<file path="src/logic/afe_mode_pkg.sv">
/*
 * Constants and types for the serial mode and test control registers.
 * Assumes nothing beyond a SystemVerilog-2012 compiler.
 */
`default_nettype none

package afe_mode_pkg;

    // Serial frame layout.
    localparam int        FRAME_BITS   = 11;
    localparam int        SELECT_BITS  = 3;
    localparam int        DATA_BITS    = 8;
    localparam int        COUNT_BITS   = 4;

    // Register select codes.
    localparam logic [2:0] SEL_OPERATING_MODE = 3'h6;
    localparam logic [2:0] SEL_MODE_AND_TEST  = 3'h7;

    // Values after reset.
    localparam logic [7:0] OPERATING_MODE_RESET = 8'h00;
    localparam logic [7:0] MODE_AND_TEST_RESET  = 8'h00;

    // Operating mode field positions.
    localparam int POS_POWER_DOWN    = 7;
    localparam int POS_DIGITAL_RESET = 6;
    localparam int POS_TOP_REF       = 5;
    localparam int POS_DC_REF        = 4;
    localparam int POS_AC_COUPLED    = 3;
    localparam int POS_INVERTED      = 2;
    localparam int POS_SIG_CFG       = 0;

    // Mode and test field positions.
    localparam int POS_FIFTH_TEST    = 7;
    localparam int POS_OUT_DISABLE   = 6;
    localparam int POS_DAC_RANGE     = 5;
    localparam int POS_CIS_REF       = 4;
    localparam int POS_FIRST_TEST    = 0;

    // Channel codes for input and gain/offset selection.
    typedef enum logic [1:0] {
        CH_RED   = 2'b00,
        CH_GREEN = 2'b01,
        CH_BLUE  = 2'b10
    } channel_t;

    // Signal configuration codes.
    localparam logic [1:0] CFG_RED_ONLY   = 2'b00;
    localparam logic [1:0] CFG_RED_CYCLE  = 2'b01;

    // Decoded operating settings seen by the analog side.
    typedef struct packed {
        logic       powerDown;
        logic       topRefExternal;
        logic       dcRefExternal;
        logic       acCoupled;
        logic       inverted;
        logic       dacRangeWide;
        logic       cisRefEnable;
        logic [4:0] testModes;
    } settings_t;

    // Channel selections driven to the signal path each pixel.
    typedef struct packed {
        channel_t inputSel;
        channel_t gainOffsetSel;
    } chansel_t;

endpackage

`default_nettype wire

</file>
<file path="src/logic/pin_sync.sv">
/*
 * Three-stage synchroniser for one pin with change detection.
 * Assumes the pin is asynchronous to mclk.
 */
`timescale 1ns/1ns
`default_nettype none

module pin_sync (
    // Clock and reset.
    input  wire logic mclk,
    input  wire logic resetn,
    // Pin and reset level.
    input  wire logic pinIn,
    input  wire logic idleLevel,
    // Filtered level and edges.
    output logic      level,
    output logic      rise,
    output logic      fall
);

    logic [2:0] stage_q;

    // Stage 0 feeds only stage 1; stages 1 and 2 decide a change.
    always_ff @(posedge mclk) begin
        if (!resetn) begin
            // Starting at the idle level keeps a false edge from following reset.
            stage_q <= {3{idleLevel}};
        end else begin
            stage_q <= {stage_q[1], stage_q[0], pinIn};
        end
    end

    logic level_q;
    logic seeded_q;

    always_ff @(posedge mclk) begin
        if (!resetn) begin
            level_q  <= 1'b0;
            seeded_q <= 1'b0;
        end else if (!seeded_q) begin
            level_q  <= idleLevel;
            seeded_q <= 1'b1;
        end else if (stage_q[2] == stage_q[1]) begin
            level_q  <= stage_q[2];
        end
    end

    assign level = level_q;
    assign rise  = seeded_q && (stage_q[2] == stage_q[1]) &&
                   stage_q[2] && !level_q;
    assign fall  = seeded_q && (stage_q[2] == stage_q[1]) &&
                   !stage_q[2] && level_q;

endmodule // pin_sync

`default_nettype wire

</file>
<file path="src/logic/afe_mode_regs.sv">
/*
 * Serially loaded operating-mode and mode-and-test control registers,
 * pixel channel sequencing and the shared output bus drivers.
 * Assumes pixelTick and lineStart come from logic on mclk, and that the
 * serial pins are asynchronous and sampled here.
 */
`timescale 1ns/1ns
`default_nettype none

module afe_mode_regs
    import afe_mode_pkg::*;
#(
    parameter int BUS_WIDTH = 8
) (
    // Clock and reset.
    input  wire logic                 mclk,
    input  wire logic                 resetn,
    // Shared parallel output and serial pins.
    input  wire logic [BUS_WIDTH-1:0] busIn,
    output logic [BUS_WIDTH-1:0]      busOut,
    output logic [BUS_WIDTH-1:0]      busOe,
    // Pixel data and timing from the converter side.
    input  wire logic [BUS_WIDTH-1:0] pixelByte,
    input  wire logic                 pixelTick,
    input  wire logic                 lineStart,
    // Decoded settings and per-pixel channel choice.
    output settings_t                 settings,
    output chansel_t                  chanSel,
    output logic [7:0]                operatingMode,
    output logic [7:0]                modeAndTest
);

    if (BUS_WIDTH != 8) begin : g_width_check
        $error("afe_mode_regs: BUS_WIDTH must be 8");
    end

    ////////////////////////////////////////////////////////////////////////
    // Pin sampling.

    localparam int PIN_SCLK = 5;
    localparam int PIN_SDATA = 6;
    localparam int PIN_LOAD = 7;

    logic sclkLevel, sclkRise;
    logic sdataLevel;
    logic loadRise, loadFall;

    pin_sync u_sclk (
        .mclk      (mclk),
        .resetn    (resetn),
        .pinIn     (busIn[PIN_SCLK]),
        .idleLevel (1'b0),
        .level     (sclkLevel),
        .rise      (sclkRise),
        .fall      ()
    );

    pin_sync u_sdata (
        .mclk      (mclk),
        .resetn    (resetn),
        .pinIn     (busIn[PIN_SDATA]),
        .idleLevel (1'b0),
        .level     (sdataLevel),
        .rise      (),
        .fall      ()
    );

    pin_sync u_load (
        .mclk      (mclk),
        .resetn    (resetn),
        .pinIn     (busIn[PIN_LOAD]),
        .idleLevel (1'b1),
        .level     (),
        .rise      (loadRise),
        .fall      (loadFall)
    );

    ////////////////////////////////////////////////////////////////////////
    // Serial frame capture.

    logic [FRAME_BITS-1:0] shift_q;
    logic [COUNT_BITS-1:0] count_q;
    logic                  inFrame_q;

    always_ff @(posedge mclk) begin
        if (!resetn) begin
            shift_q   <= '0;
            count_q   <= '0;
            inFrame_q <= 1'b0;
        end else if (loadFall) begin
            count_q   <= '0;
            inFrame_q <= 1'b1;
        end else if (loadRise) begin
            inFrame_q <= 1'b0;
        end else if (inFrame_q && sclkRise &&
                     count_q < COUNT_BITS'(FRAME_BITS)) begin
            shift_q <= {shift_q[FRAME_BITS-2:0], sdataLevel};
            count_q <= count_q + 4'h1;
        end
    end

    logic                  commit;
    logic [SELECT_BITS-1:0] frameSel;
    logic [DATA_BITS-1:0]  frameData;

    assign commit    = loadRise && inFrame_q &&
                       count_q == COUNT_BITS'(FRAME_BITS);
    assign frameSel  = shift_q[FRAME_BITS-1 -: SELECT_BITS];
    assign frameData = shift_q[DATA_BITS-1:0];

    ////////////////////////////////////////////////////////////////////////
    // Register file.

    logic [7:0] mode_q;
    logic [7:0] test_q;

    always_ff @(posedge mclk) begin
        if (!resetn) begin
            mode_q <= OPERATING_MODE_RESET;
            test_q <= MODE_AND_TEST_RESET;
        end else if (commit && frameSel == SEL_OPERATING_MODE) begin
            if (frameData[POS_DIGITAL_RESET]) begin
                mode_q <= OPERATING_MODE_RESET;
                test_q <= MODE_AND_TEST_RESET;
            end else if (frameData[POS_POWER_DOWN]) begin
                mode_q <= {frameData[7:2], CFG_RED_ONLY};
            end else begin
                mode_q <= frameData;
            end
        end else if (commit && frameSel == SEL_MODE_AND_TEST) begin
            test_q <= frameData;
        end
    end

    ////////////////////////////////////////////////////////////////////////
    // Pixel channel sequencing.

    function automatic channel_t next_channel(input channel_t ch);
        case (ch)
            CH_RED:   next_channel = CH_GREEN;
            CH_GREEN: next_channel = CH_BLUE;
            default:  next_channel = CH_RED;
        endcase
    endfunction

    channel_t   phase_q;
    logic [1:0] sigCfg;

    assign sigCfg = mode_q[POS_SIG_CFG +: 2];

    always_ff @(posedge mclk) begin
        if (!resetn) begin
            phase_q <= CH_RED;
        end else if (lineStart || sigCfg == CFG_RED_ONLY) begin
            phase_q <= CH_RED;
        end else if (pixelTick) begin
            phase_q <= next_channel(phase_q);
        end
    end

    always_ff @(posedge mclk) begin
        if (!resetn) begin
            chanSel <= '{inputSel: CH_RED, gainOffsetSel: CH_RED};
        end else if (sigCfg == CFG_RED_ONLY) begin
            chanSel <= '{inputSel: CH_RED, gainOffsetSel: CH_RED};
        end else if (sigCfg == CFG_RED_CYCLE) begin
            chanSel <= '{inputSel: CH_RED, gainOffsetSel: phase_q};
        end else begin
            chanSel <= '{inputSel: phase_q, gainOffsetSel: phase_q};
        end
    end

    ////////////////////////////////////////////////////////////////////////
    // Settings and output drivers.

    always_ff @(posedge mclk) begin
        if (!resetn) begin
            settings      <= '0;
            operatingMode <= OPERATING_MODE_RESET;
            modeAndTest   <= MODE_AND_TEST_RESET;
        end else begin
            settings.powerDown      <= mode_q[POS_POWER_DOWN];
            settings.topRefExternal <= mode_q[POS_TOP_REF];
            settings.dcRefExternal  <= mode_q[POS_DC_REF];
            settings.acCoupled      <= mode_q[POS_AC_COUPLED];
            settings.inverted       <= mode_q[POS_INVERTED];
            settings.dacRangeWide   <= test_q[POS_DAC_RANGE];
            settings.cisRefEnable   <= test_q[POS_CIS_REF];
            settings.testModes      <= {test_q[POS_FIFTH_TEST],
                                        test_q[3:POS_FIRST_TEST]};
            operatingMode           <= mode_q;
            modeAndTest             <= test_q;
        end
    end

    // Serial pins are released while a frame is open so the controller
    // can drive them without contention.
    always_ff @(posedge mclk) begin
        if (!resetn) begin
            busOut <= '0;
            busOe  <= '0;
        end else begin
            busOut <= pixelByte;
            if (test_q[POS_OUT_DISABLE] || inFrame_q) begin
                busOe <= '0;
            end else begin
                busOe <= '1;
            end
        end
    end

endmodule // afe_mode_regs

`default_nettype wire

</file>
<file path="config.mk">
export PLATFORM = sky130hd
export DESIGN_NAME = afe_mode_regs
export DESIGN_NICKNAME = d
export VERILOG_FILES = /design/src/logic/afe_mode_pkg.sv /design/src/logic/pin_sync.sv /design/src/logic/afe_mode_regs.sv
export SDC_FILE = /design/constraint.sdc
export NUM_CORES = 1
export LEC_CHECK = 0
export ABC_AREA = 1
export BUFFER_PORTS_ARGS = -buffer_cell sky130_fd_sc_hd__buf_2
export CAP_MARGIN = 5
export CORE_ASPECT_RATIO = 2
export CORE_MARGIN = 2
export CORE_UTILIZATION = 57
export CTS_CLUSTER_SIZE = 28
export DETAILED_ROUTE_END_ITERATION = 8
export PLACE_DENSITY = 0.92
export SLEW_MARGIN = 30
export SYNTH_ARGS = -nofsm -noshare
export SYNTH_HDL_FRONTEND = slang
export SYNTH_SLANG_ARGS = --single-unit
</file>
<file path="constraint.sdc">
create_clock -name mclk -period 3.5 [get_ports mclk]
set_clock_uncertainty 0.1 [all_clocks]
set_input_delay 0.35 -clock mclk [delete_from_list [all_inputs] [get_ports mclk]]
set_output_delay 0.35 -clock mclk [all_outputs]
set_load 0.1 [all_outputs]
</file>
Yosys cells after proc, flatten, opt, wreduce, memory -nomap -nowiden --
Cells that the tools add are included.
Operators by class: $add $sub $neg 1, $lt $le $gt $ge 1, equal/unequal tests 10, multiplexer cells 12, bitwise logic cells 3, reduce and logical (&&, ||, !) cells 31
Operators by type and width (count):
- $mux W8 | 6
- $logic_and A1 B1 Y1 | 14
- $eq A3 B3 Y1 const B | 2
- $reduce_and A2 Y1 | 3
- $reduce_or A2 Y1 | 3
- $mux W1 | 5
- $add A4 B1 Y4 const B | 1
- $eq A2 B1 Y1 const B | 2
- $eq A4 B4 Y1 const B | 1
- $logic_not A2 Y1 | 2
- $lt A4 B4 Y1 const B | 1
- $pmux W2 S2 | 1
- $reduce_bool A2 Y1 | 2
- $eq A1 B1 Y1 | 3
- $logic_not A1 Y1 | 3
- $not A1 Y1 | 3
- $reduce_and A3 Y1 | 1
- $reduce_or A3 Y1 | 1
- $logic_or A1 B1 Y1 | 2
- $ne A2 B1 Y1 const B | 1
- $ne A2 B2 Y1 const B | 1
Word-level totals: register bits 95, input port bits 20, logic and storage cells 85

Depth between registers and ports, before layout --
Gate-level depths: netlist of the first run.
word-level depth 9, depth in mapped cells 9

By module --
From an unflattened synthesis of the first run, not the netlist that was laid out.
Second synthesis, totals: cells, all modules 396, area, all modules 3006.6 µm²
By module, submodules not included:
- afe_mode_regs | instances 1, cells an instance 324, area each 2477.4 µm², seq. area each 1221.2 µm²
- pin_sync | instances 3, cells an instance 24, area each 176.4 µm², seq. area each 100.1 µm²

Worst setup path after synthesis of the first run --
No wires, ideal clock.
kind register -> output, start point register busOe[6] (netlist name), end point output busOe[1], data arrival time 1.464 ns, slack 1.586 ns, cell stages (with the launch flop) 2, path buffers 1, cell sequence dfxtp_1 -> buf_4
RTL lines:
- end, declared | line afe_mode_regs.sv:21 | output logic [BUS_WIDTH-1:0] busOe,

Worst setup path after layout of the first run --
start point register count_q[0], end point register count_q[1]
Between the ends: word-level cells in the longest chain between the ends 3, elaborated cells between the ends (all ways) 4, those cells by class add/sub: 1; order compare: 1; reduce/logical: 2
RTL lines:
- start, declared | line afe_mode_regs.sv:82 | logic [COUNT_BITS-1:0] count_q;
- start signal, assigned | line afe_mode_regs.sv:98 | count_q <= count_q + 4'h1;
- $lt A4 B4 Y1 | line afe_mode_regs.sv:96 | count_q < COUNT_BITS'(FRAME_BITS)) begin
- $logic_and A1 B1 Y1 | line afe_mode_regs.sv:95 | end else if (inFrame_q && sclkRise &&
- $reduce_and A2 Y1 (no source line)
Parallel ways exist; a longest one is shown, timed or not. A chain may end at the register's enable or synchronous reset.

==> results of run 1 <==
## routing by layer
| metal | vias to the layer above | part of all wire | GRT usage |
|---|---|---|---|
| li1 | 1159 | - | - |
| met1 | 1025 | 0.36 | 0.195 |
| met2 | 45 | 0.55 | 0.391 |
| met3 | 15 | 0.043 | 0.0747 |
| met4 | 0 | 0.041 | 0.130 |
| met5 | - | 0 | 0 |
## cell type report
cell class / count / share of cell area
Inverter: 63 / 0.0720
Tap cell: 57 / 0.0217
Clock inverter: 5 / 0.0305
Clock buffer: 11 / 0.0461
Timing Repair Buffer: 62 / 0.0953
Sequential cell: 74 / 0.451
Multi-Input combinational cell: 197 / 0.283
## worst max-delay path by stage
| stage | cells past startpoint | endpoint | slack (ns) |
|---|---|---|---|
| 5_1_grt | 7 | count_q[0] | 1.17 |
| 3_5_place_dp | 7 | count_q[1] | 1.48 |
| 6_report | 7 | count_q[1] | 1.39 |
| 4_1_cts | 7 | count_q[1] | 1.40 |
| 3_3_place_gp | 7 | count_q[0] | 1.53 |
| 2_1_floorplan | 1 | busOe[1] | 1.59 |
## cell usage in the layout (no fill, tap or decap)
cell	Yosys	routed
nand2_1	91	91
dfxtp_1	74	74
inv_1	62	62
buf_2	6	61
nor2_1	43	43
nand4_1	20	20
clkbuf_8	0	11
a21oi_1	7	7
o21ai_2	7	7
nand2_2	6	6
nand3_1	5	5
o21ai_0	3	3
or2_2	3	3
bufinv_16	0	3
nor3_1	2	2
clkinv_2	0	2
nor2_4	1	1
nor2_2	1	1
inv_2	1	1
nor2_8	1	1
a21oi_2	1	1
nand2_4	1	1
a211oi_1	1	1
a311oi_1	1	1
xor2_1	1	1
ha_1	1	1
conb_1	1	1
buf_4	21	1
## sequential cells by signal (all words and copies together) (netlist names)
name	count
shift_q	11
settings	5
inFrame_q	1
busOe	1
u_load.stage_q	3
u_sdata.stage_q	3
u_load.seeded_q	1
operatingMode	7
phase_q	2
u_load.level	1
modeAndTest	3
u_sdata.level	1
mode_q	7
u_sclk.stage_q	3
u_sclk.level	1
count_q	4
busOut	8
test_q	8
chanSel	4
## per-stage QoR
stage | area [um^2] | setup slack (ns) | power [mW] | instances | hold slack (ns)
global placement | 3030 | 1.53 | 1.00 | 453 | 0.295
CTS | 3280 | 1.40 | 1.81 | 469 | 0.0639
finish | 3280 | 1.39 | 1.80 | 469 | 0.0726
global route | 3280 | 1.17 | 1.85 | 469 | 0.0760
detailed placement | 3030 | 1.48 | 1.01 | 453 | 0.304
floorplan | 2860 | 1.59 | 0.990 | 366 | 0.278
## power by group through the flow
stage | clock (mW) | combinational [mW] | sequential, mW
6_report | 0.813 | 0.129 | 0.858
5_1_grt | 0.855 | 0.135 | 0.859
2_1_floorplan | 0 | 0.0728 | 0.917
4_1_cts | 0.821 | 0.129 | 0.858
3_3_place_gp | 0 | 0.126 | 0.877
3_5_place_dp | 0 | 0.129 | 0.877
## logic make-up (layout without fill, tap and decap cells)
logic type | after synthesis | after routing | share of synthesized area
other | 1 | 1 | 0.00131
and+or+nand+nor | 174 | 174 | 0.268
adders and majority gates | 1 | 1 | 0.00437
AOI/OAI and AO/OA | 20 | 20 | 0.0477
buffers and inverters | 95 | 141 | 0.157
DFF | 74 | 74 | 0.518
xor gates and xnor gates | 1 | 1 | 0.00306
## worst max-delay path: cells and delay by family (launching register included)
| kind | cells | cell delay [ns] |
|---|---|---|
| AND/OR/NAND/NOR | 5 | 1.13 |
| adder cells (fa/ha/maj) | 1 | 0.23 |
| flip-flops | 1 | 0.33 |
| AO/OA/AOI/OAI | 1 | 0.22 |
==> flow_summary_export.csv, run 1 <==
group,metric,value,unit
clocking,clockBufferDepth,2,
layout,seqCellArea,1480,um^2
setup_path,r2r_setup_slack,1.39,ns
floorplan,die_w,54.1,um
yosys,synthTopCellsByArea,"dfxtp_1, nand2_1, inv_1, nor2_1, buf_4",
power_and_ir_drop,power.share.clock,0.452,
timing,clock.fmax,0.474,GHz
yosys,synth_edf_count,0,
setup_path,r2r-start,"count_q[0]",
min_path,hold_path.startpoint,"busIn[5]",
yosys,ys_seq_area_frac,0.518,
clocking,cts_hold_buffers,0,
detailed_routing,wl,5390,um
power_and_ir_drop,switchingPower,0.417,mW
global_route,antenna_found_initial,0,
setup_path,crit_start,"count_q[0]",
yosys,async_flop_share,0,
detailed_routing,firstDrtPassIters,4,
setup_path,crit_top_cell,"nor2_1",
timing,final_hold_viol_count,0,
clocking,cts.reportedPaths.clkPinSlew,0.07,ns
layout,layout-drive-gt1-share,0.243,
clocking,cts_inserted_buffers,9,
layout,antenna_cells,0,
power_and_ir_drop,power_density,548,nW/um^2
setup_path,cp_data_required_time,3.65,ns
timing,finalCritPeriodShare,0.603,
yosys,synth_seq_cells,74,
detailed_routing,antenna_left,0,
yosys,yosys_warnings,0,
setup_path,crit_arrival,2.26,ns
global_route,first_global_vias,2186,
power_and_ir_drop,ir_drop,0.427,mV
yosys,synth_top_area_frac,0.518,
setup_path,path_cells,"ha_1, nand2_1, nor2_1, nor2_1, nand2_1, o21ai_0, nor2_1",
global_route,gr-usage-all-layers,0.219,
detailed_routing,remaining_drc_errors,0,
detailed_routing,viasPerCell,4.78,
global_route,grt_pass1_wl,9000,um
setup_path,critPathMaxFanout,14,
power_and_ir_drop,p_int,1.38,mW
power_and_ir_drop,total_leakage_power,1.80,nW
layout,syn_to_final_growth,14.7,%
yosys,yosysTopAreaCell,"dfxtp_1",
global_route,grt_max_degree,30,
detailed_routing,vias,2244,
clocking,clock-sinks,74,
yosys,yosysMostFrequentCell,"nand2_1",
min_path,hold_class,"in -> reg",
clocking,cts_tree,"yes",
yosys,synth_fp_nets,387,
min_path,holdPathEnd,"u_sclk.stage_q[0]",
placed_design,gp_congestion,0.881,
detailed_routing,drtIter0Drc,53,
flow_run,max-cap-violations,0,
yosys,synthDistinctLibCells,28,
timing,min_period,2.11,ns
global_route,grt-ovfl-total,0,
setup_path,reg2reg_to,"count_q[1]",
layout,fin_util,0.675,
setup_path,r2r_cells,7,
run_status,outcome,"finished clean",
setup_path,crit_path_top_delay_cell,"nor2_1",
timing,maxSlewViolCount,0,
setup_path,max_stage_delay,0.68,ns
yosys,synth_common_cells,"nand2_1, dfxtp_1, inv_1, nor2_1, buf_4",
floorplan,core,4860,um^2
clocking,cts_resized,0,
clocking,cts_root_buf,"clkbuf_8",
yosys,netlist_area,2860,um^2
layout,fillers,400,
layout,multi_input_area,930,um^2
placed_design,dp.final_hpwl,3840,um
power_and_ir_drop,seqPwrFrac,0.477,
clocking,clk_latency,0.36,ns
power_and_ir_drop,switching_share,0.232,
floorplan,die_area,5640,um^2
setup_path,crit_path_end_kind,"register",
floorplan,chipHeight,104,um
clocking,cts_setup_buffers,0,
min_path,hold_depth,3,
layout,nets,428,
power_and_ir_drop,comb_power_share,0.072,
clocking,htreeDepth,3,
timing,relSlewSlack,0.426,
yosys,avgSynthCellArea,7.82,um^2
timing,worst_pin_slew,0.858,ns
timing,fin_setup_tns,0,ns
setup_path,worst-setup-path-type,"reg -> reg",
floorplan,io_pins,68,
floorplan,start_util,0.588,
floorplan,row_count,36,
timing,rsz0062_at_grt,"no",
setup_path,worstSetupStartpointType,"register",
timing,finalSetupViolCount,0,
yosys,syn_inst,366,
detailed_routing,drt-wirelength-per-cell,11.5,um
placed_design,port_buffers,61,
yosys,synth_flop_cell,"dfxtp_1",
(Power assumes the default switching activity.)
==> run 2: changes to the inputs <==
--- a/config.mk
+++ b/config.mk
@@ -5,15 +5,15 @@
 export SDC_FILE = /design/constraint.sdc
 export NUM_CORES = 1
 export LEC_CHECK = 0
-export ABC_AREA = 1
+export ABC_AREA = 0
 export BUFFER_PORTS_ARGS = -buffer_cell sky130_fd_sc_hd__buf_2
 export CAP_MARGIN = 5
 export CORE_ASPECT_RATIO = 2
 export CORE_MARGIN = 2
-export CORE_UTILIZATION = 57
+export CORE_UTILIZATION = 51
 export CTS_CLUSTER_SIZE = 28
 export DETAILED_ROUTE_END_ITERATION = 8
-export PLACE_DENSITY = 0.92
+export PLACE_DENSITY = 0.86
 export SLEW_MARGIN = 30
 export SYNTH_ARGS = -nofsm -noshare
 export SYNTH_HDL_FRONTEND = slang
==> constraint.sdc (replaced) <==
create_clock -name mclk -period 2.2 [get_ports mclk]
set_clock_uncertainty 0.1 [all_clocks]
set_input_delay 0.22 -clock mclk [delete_from_list [all_inputs] [get_ports mclk]]
set_output_delay 0.22 -clock mclk [all_outputs]
set_load 0.1 [all_outputs]
==> run 2 against run 1 <==
Maximum frequency up 15%. Synthesized cell count down 34%. Clock-buffer cell count up 1. Routed wire length down 12%. Largest power group unchanged. Area after synthesis down 10%. Clock power up 33%. Sequential cell count unchanged. Global-route usage down 3.1 points. Critical path depth down 1. Critical endpoint is now shift_q[9].
==> flow_summary_export.csv, run 2 <==
group,metric,value,unit
run_status,outcome,"finished clean",
setup_path,reg2reg_to,"shift_q[9]",
floorplan,io_pins,68,
yosys,async_flop_share,0,
floorplan,die_w,54.1,um
setup_path,worstSetupStartpointType,"register",
global_route,first_global_vias,1718,
setup_path,max_stage_delay,0.33,ns
detailed_routing,drtIter0Drc,29,
setup_path,critPathMaxFanout,11,
min_path,hold_depth,2,
yosys,ys_seq_area_frac,0.578,
global_route,grt_pass1_wl,7570,um
layout,reg_top3,"shift_q (11), busOut (8), test_q (8)",
yosys,synth_fp_nets,263,
power_and_ir_drop,ir_drop,0.602,mV
clocking,cts_setup_buffers,0,
timing,final_hold_viol_count,0,
clocking,cts_tree,"yes",
min_path,holdPathEnd,"busOut[5]",
yosys,yosysTopAreaCell,"dfxtp_1",
detailed_routing,firstDrtPassIters,4,
yosys,yosys_warnings,0,
min_path,hold_class,"in -> reg",
clocking,clk_latency,0.34,ns
layout,regMostFlops,"shift_q",
clocking,cts_root_buf,"clkbuf_8",
setup_path,r2r-start,"count_q[0]",
timing,clock.fmax,0.546,GHz
timing,finalSetupViolCount,0,
setup_path,worst-setup-path-type,"reg -> reg",
setup_path,cp_data_required_time,2.35,ns
setup_path,crit_arrival,1.98,ns
yosys,synthDistinctLibCells,32,
timing,min_period,1.83,ns
timing,worst_pin_slew,0.597,ns
clocking,cts.reportedPaths.clkPinSlew,0.07,ns
detailed_routing,viasPerCell,4.91,
clocking,cts_inserted_buffers,9,
yosys,avgSynthCellArea,10.6,um^2
layout,syn_to_final_growth,20.4,%
detailed_routing,antenna_left,0,
flow_run,max-cap-violations,0,
placed_design,gp_congestion,0.847,
yosys,synth_common_cells,"dfxtp_1, nand2_1, and2_1, buf_4",
timing,maxSlewViolCount,0,
yosys,synth_top_area_frac,0.578,
layout,mostFrequentLayoutCell,"dfxtp_1",
detailed_routing,remaining_drc_errors,0,
clocking,clockBufferDepth,2,
placed_design,dp.final_hpwl,3360,um
yosys,syn_inst,242,
yosys,yosysMostFrequentCell,"dfxtp_1",
setup_path,r2r_setup_slack,0.37,ns
floorplan,start_util,0.527,
yosys,synth_flop_cell,"dfxtp_1",
global_route,grt-ovfl-total,0,
yosys,synth_edf_count,0,
layout,layout-drive-gt1-share,0.282,
yosys,synthTopCellsByArea,"dfxtp_1, buf_4, and2_1, mux2i_1, nand2_1",
setup_path,crit_path_top_delay_cell,"dfxtp_1",
floorplan,row_count,36,
floorplan,core,4860,um^2
layout,antenna_cells,0,
power_and_ir_drop,power_density,859,nW/um^2
timing,fin_setup_tns,0,ns
setup_path,path_cells,"ha_1, o21ai_0, nand4_4, nor2b_2, buf_4, mux2i_1",
layout,nets,321,
power_and_ir_drop,total_leakage_power,1.43,nW
global_route,gr-usage-all-layers,0.189,
min_path,hold_path.startpoint,"pixelByte[5]",
layout,final_cell_mix,"dfxtp_1, buf_2, nand2_1",
timing,finalCritPeriodShare,0.833,
timing,relSlewSlack,0.599,
detailed_routing,drt-wirelength-per-cell,13.1,um
floorplan,chipHeight,104,um
power_and_ir_drop,finalPower,2.65,mW
setup_path,crit_path_end_kind,"register",
setup_path,r2r_cells,6,
clocking,htreeDepth,3,
detailed_routing,vias,1776,
detailed_routing,wl,4760,um
layout,fillers,402,
placed_design,port_buffers,61,
global_route,antenna_found_initial,0,
layout,largest_register_ffs,11,
yosys,netlist_area,2560,um^2
timing,rsz0062_at_grt,"no",
yosys,synth_seq_cells,74,
global_route,grt_max_degree,43,
floorplan,die_area,5650,um^2
clocking,clock-sinks,74,
-- run 2: cell types whose count changed in the layout (fill, tap and decap cells not counted), sizes merged, moves of 12 or more --
cell,previous run,this run
nand2,98,26
inv,63,10
nor2,46,9
and2,0,23
nand4,20,2
mux2i,0,12
-- run 2: layout make-up --
class                   instances  area [um^2]  share of cell area
flip-flops and latches         74         1480               0.480
multi-input cells             131          855               0.277
repair buffers                 74          430               0.139
clock buffers                  12          165              0.0535
well taps                      57         71.3              0.0231
clock inverters                 4         48.8              0.0158
inverters                      10         37.5              0.0122
-- run 2: worst max-delay path, delay by kind of cell (launching register included) --
kind / cells / cell delay, ns
adders and majority gates: 1 / 0.22
buffers and inverters: 1 / 0.22
DFF: 1 / 0.33
and+or+nand+nor: 2 / 0.30
AOI/OAI and AO/OA: 1 / 0.31
muxes: 1 / 0.26
-- run 2: layer usage --
| metal | wire [um] | GRT usage |
|---|---|---|
| met5 | 0 | 0 |
| met4 | 97 | 0.105 |
| met3 | 230 | 0.0603 |
| met2 | 2850 | 0.344 |
| met1 | 1580 | 0.163 |
-- run 2: through the flow --
stage | utilization | worst slack (ns) | instance area (um^2) | std cells | hold slack [ns]
2_1_floorplan | - | 0.416 | 2560 | 242 | 0.148
3_5_place_dp | 0.568 | 0.382 | 2770 | 335 | 0.306
4_1_cts | 0.635 | 0.353 | 3090 | 362 | 0.000983
3_3_place_gp | 0.568 | 0.488 | 2770 | 335 | 0.295
5_1_grt | 0.635 | 0.257 | 3090 | 362 | 0.00823
6_report | 0.635 | 0.368 | 3090 | 362 | 0.0150
-- run 2: kinds of logic (layout without fill, tap and decap cells) --
kind of cell | count (synthesis) | in the layout | synth area share
simple gates | 87 | 87 | 0.203
flops | 74 | 74 | 0.578
buf+inv | 37 | 100 | 0.0893
compound gates | 28 | 28 | 0.0698
mux | 12 | 12 | 0.0468
xor+xnor | 2 | 2 | 0.00683
fa+ha+maj | 1 | 1 | 0.00488
other cells | 1 | 1 | 0.00146
-- run 2: worst max-delay path by stage --
stage	from	endpoint	slack, ns	depth (start not counted)
global placement	count_q[0]	shift_q[1]	0.49	6
floorplan	busOe[6]	busOe[1]	0.42	1
detailed placement	count_q[0]	shift_q[9]	0.38	6
finish	count_q[0]	shift_q[9]	0.37	6
global route	u_load.seeded_q	mode_q[5]	0.26	4
CTS	count_q[0]	shift_q[9]	0.35	6
-- run 2: where the power goes --
| part | internal (mW) | switching [mW] |
|---|---|---|
| clock network | 0.615 | 0.469 |
| logic | 0.0459 | 0.159 |
| registers | 1.36 | 0.00934 |
-- run 2: timing repair --
action,CTS,global route
hold buffers,11,0
hold endpoints to repair,12,0
resized for setup,0,0
==> run 3: changes to the inputs <==
--- a/config.mk
+++ b/config.mk
@@ -10,10 +10,10 @@
 export CAP_MARGIN = 5
 export CORE_ASPECT_RATIO = 2
 export CORE_MARGIN = 2
-export CORE_UTILIZATION = 51
+export CORE_UTILIZATION = 46
 export CTS_CLUSTER_SIZE = 28
 export DETAILED_ROUTE_END_ITERATION = 8
-export PLACE_DENSITY = 0.86
+export PLACE_DENSITY = 0.82
 export SLEW_MARGIN = 30
 export SYNTH_ARGS = -nofsm -noshare
 export SYNTH_HDL_FRONTEND = slang
==> constraint.sdc (replaced) <==
create_clock -name mclk -period 1.55 [get_ports mclk]
set_clock_uncertainty 0.1 [all_clocks]
set_input_delay 0.155 -clock mclk [delete_from_list [all_inputs] [get_ports mclk]]
set_output_delay 0.155 -clock mclk [all_outputs]
set_load 0.1 [all_outputs]
==> run 3 against run 2 <==
Largest cell class unchanged. First-iteration DRC count up 38%. Register-to-register slack worse by 0.31 ns. Sequential share of layout area down 2.0 points. Sequential power up 42%. Via count up 5.7%. Global-route usage down 2.0 points. Clock-buffer cell count up 2. Sequential cell count unchanged. Clock power up 24%. Critical path type unchanged.
==> flow_summary_export.csv, run 3 (synthesis gave the netlist of run 2 again) <==
group,metric,value,unit
run_status,outcome,"finished clean",
timing,final_hold_viol_count,0,
layout,nets,337,
clocking,cts_root_buf,"clkbuf_8",
global_route,gr-usage-all-layers,0.169,
clocking,clk_latency,0.34,ns
layout,final_cells,381,
flow_run,max-cap-violations,0,
placed_design,port_buffers,61,
global_route,first_global_vias,1765,
detailed_routing,firstDrtPassIters,5,
setup_path,worstSetupStartpointType,"register",
timing,fin_ws,0.0538,ns
setup_path,critPathMaxFanout,11,
detailed_routing,drtIter0Drc,40,
placed_design,place_area,2910,um^2
setup_path,r2r_cells,6,
timing,finalSetupViolCount,0,
global_route,grt-ovfl-total,0,
detailed_routing,viasPerCell,4.93,
power_and_ir_drop,power_density,1090,nW/um^2
layout,syn_to_final_growth,28.1,%
global_route,grt_pass1_wl,7750,um
placed_design,dp.final_hpwl,3450,um
layout,fillers,445,
clocking,clockBufferDepth,2,
power_and_ir_drop,ir_drop,0.915,mV
global_route,antenna_found_initial,0,
detailed_routing,remaining_drc_errors,0,
detailed_routing,drt-wirelength-per-cell,13.1,um
layout,regMostFlops,"shift_q",
layout,layout-drive-gt1-share,0.389,
floorplan,row_count,38,
setup_path,crit_path_end_kind,"register",
layout,reg_top3,"shift_q (11), busOut (8), test_q (8)",
setup_path,worst-setup-path-type,"reg -> reg",
detailed_routing,vias,1877,
global_route,grt_max_degree,33,
layout,seqCellArea,1510,um^2
clocking,cts_inserted_buffers,9,
placed_design,gp_congestion,0.754,
floorplan,die_w,56.8,um
min_path,hold_class,"in -> reg",
clocking,cts.reportedPaths.clkPinSlew,0.07,ns
floorplan,die_area,6230,um^2
floorplan,core,5420,um^2
layout,multi_input_area,896,um^2
setup_path,max_stage_delay,0.36,ns
min_path,hold_depth,2,
power_and_ir_drop,total_leakage_power,1.53,nW
setup_path,path_cells,"ha_4, o21ai_2, nand4_4, nor2b_2, buf_12, mux2i_1",
layout,final_cell_mix,"buf_2, dfxtp_1, nand2_1",
detailed_routing,wl,4990,um
clocking,clock-sinks,74,
setup_path,crit_path_top_delay_cell,"dfxtp_4",
power_and_ir_drop,finalPower,3.59,mW
setup_path,cp_data_required_time,1.71,ns
floorplan,start_util,0.473,
timing,min_period,1.50,ns
floorplan,io_pins,68,
layout,final_area,3290,um^2
clocking,cts_tree,"yes",
timing,rsz0062_at_grt,"no",
timing,clock.fmax,0.668,GHz
setup_path,crit_arrival,1.66,ns
timing,hold-worst-slack,0.0150,ns
timing,maxSlewViolCount,0,
layout,largest_register_ffs,11,
placed_design,pre_cts_ws,-0.0342,ns
clocking,htreeDepth,3,
detailed_routing,antenna_left,0,
timing,finalCritPeriodShare,0.965,
layout,mostFrequentLayoutCell,"buf_2",
floorplan,chipHeight,110,um
layout,antenna_cells,0,
placed_design,dp.cells,351,
-- run 3: cell types whose count changed in the layout (fill, tap and decap cells not counted), moves of 2 or more --
cell           change
clkbuf_1           +2
dfxtp_1           -20
o21ai_1            +4
dfxtp_4            +2
dlygate4sd3_1      +2
o21ai_0            -6
buf_4             +11
dfxtp_2           +18
o21ai_2            +2
buf_12             +2
-- run 3: cell type report --
class | instances | share of cell area
Clock buffer | 14 | 0.0525
Multi-Input combinational cell | 131 | 0.273
Clock inverter | 2 | 0.00305
Tap cell | 60 | 0.0228
Sequential cell | 74 | 0.460
Timing Repair Buffer | 90 | 0.178
Inverter | 10 | 0.0114
-- run 3: worst paths after layout --
check | slack, ns | from | endpoint
max | 0.05 | count_q[1] | shift_q[3]
min reg2reg | 0.31 | u_load.stage_q[0] | u_load.stage_q[1]
max reg2reg | 0.05 | count_q[1] | shift_q[3]
min | 0.02 | resetn | inFrame_q
-- run 3: through the flow --
step,util,setup TNS [ns]
floorplan,-,0
global placement,0.536,0
detailed placement,0.536,-0.289
CTS,0.598,0
global route,0.606,0
finish,0.606,0
-- run 3: worst max-delay path: cells and delay by family, from the launching register on --
family | cells | cell delay, ns
flops | 1 | 0.36
simple gates | 2 | 0.29
mux | 1 | 0.19
fa+ha+maj | 1 | 0.17
buf+inv | 1 | 0.16
compound gates | 1 | 0.15
-- run 3: timing repair --
item,in CTS,in global routing
endpoints found under the setup margin,26,22
setup buffers,0,2
hold endpoints to repair,13,0
hold buffers,13,0
pin swaps,1,2
resized for setup,6,19
cloned,1,0
-- run 3: routing by layer --
metal	vias to the layer above	GRT usage	wire length, um
met5	-	0	0
met4	0	0.0963	125
met3	15	0.0576	177
met2	41	0.334	3030
met1	887	0.138	1660
li1	934	-	-
-- run 3: report_power, final --
part | switching (mW) | leakage, nW | internal [mW]
clock | 0.634 | 0.0965 | 0.708
sequential | 0.0128 | 0.608 | 1.92
combinational | 0.233 | 0.822 | 0.0806
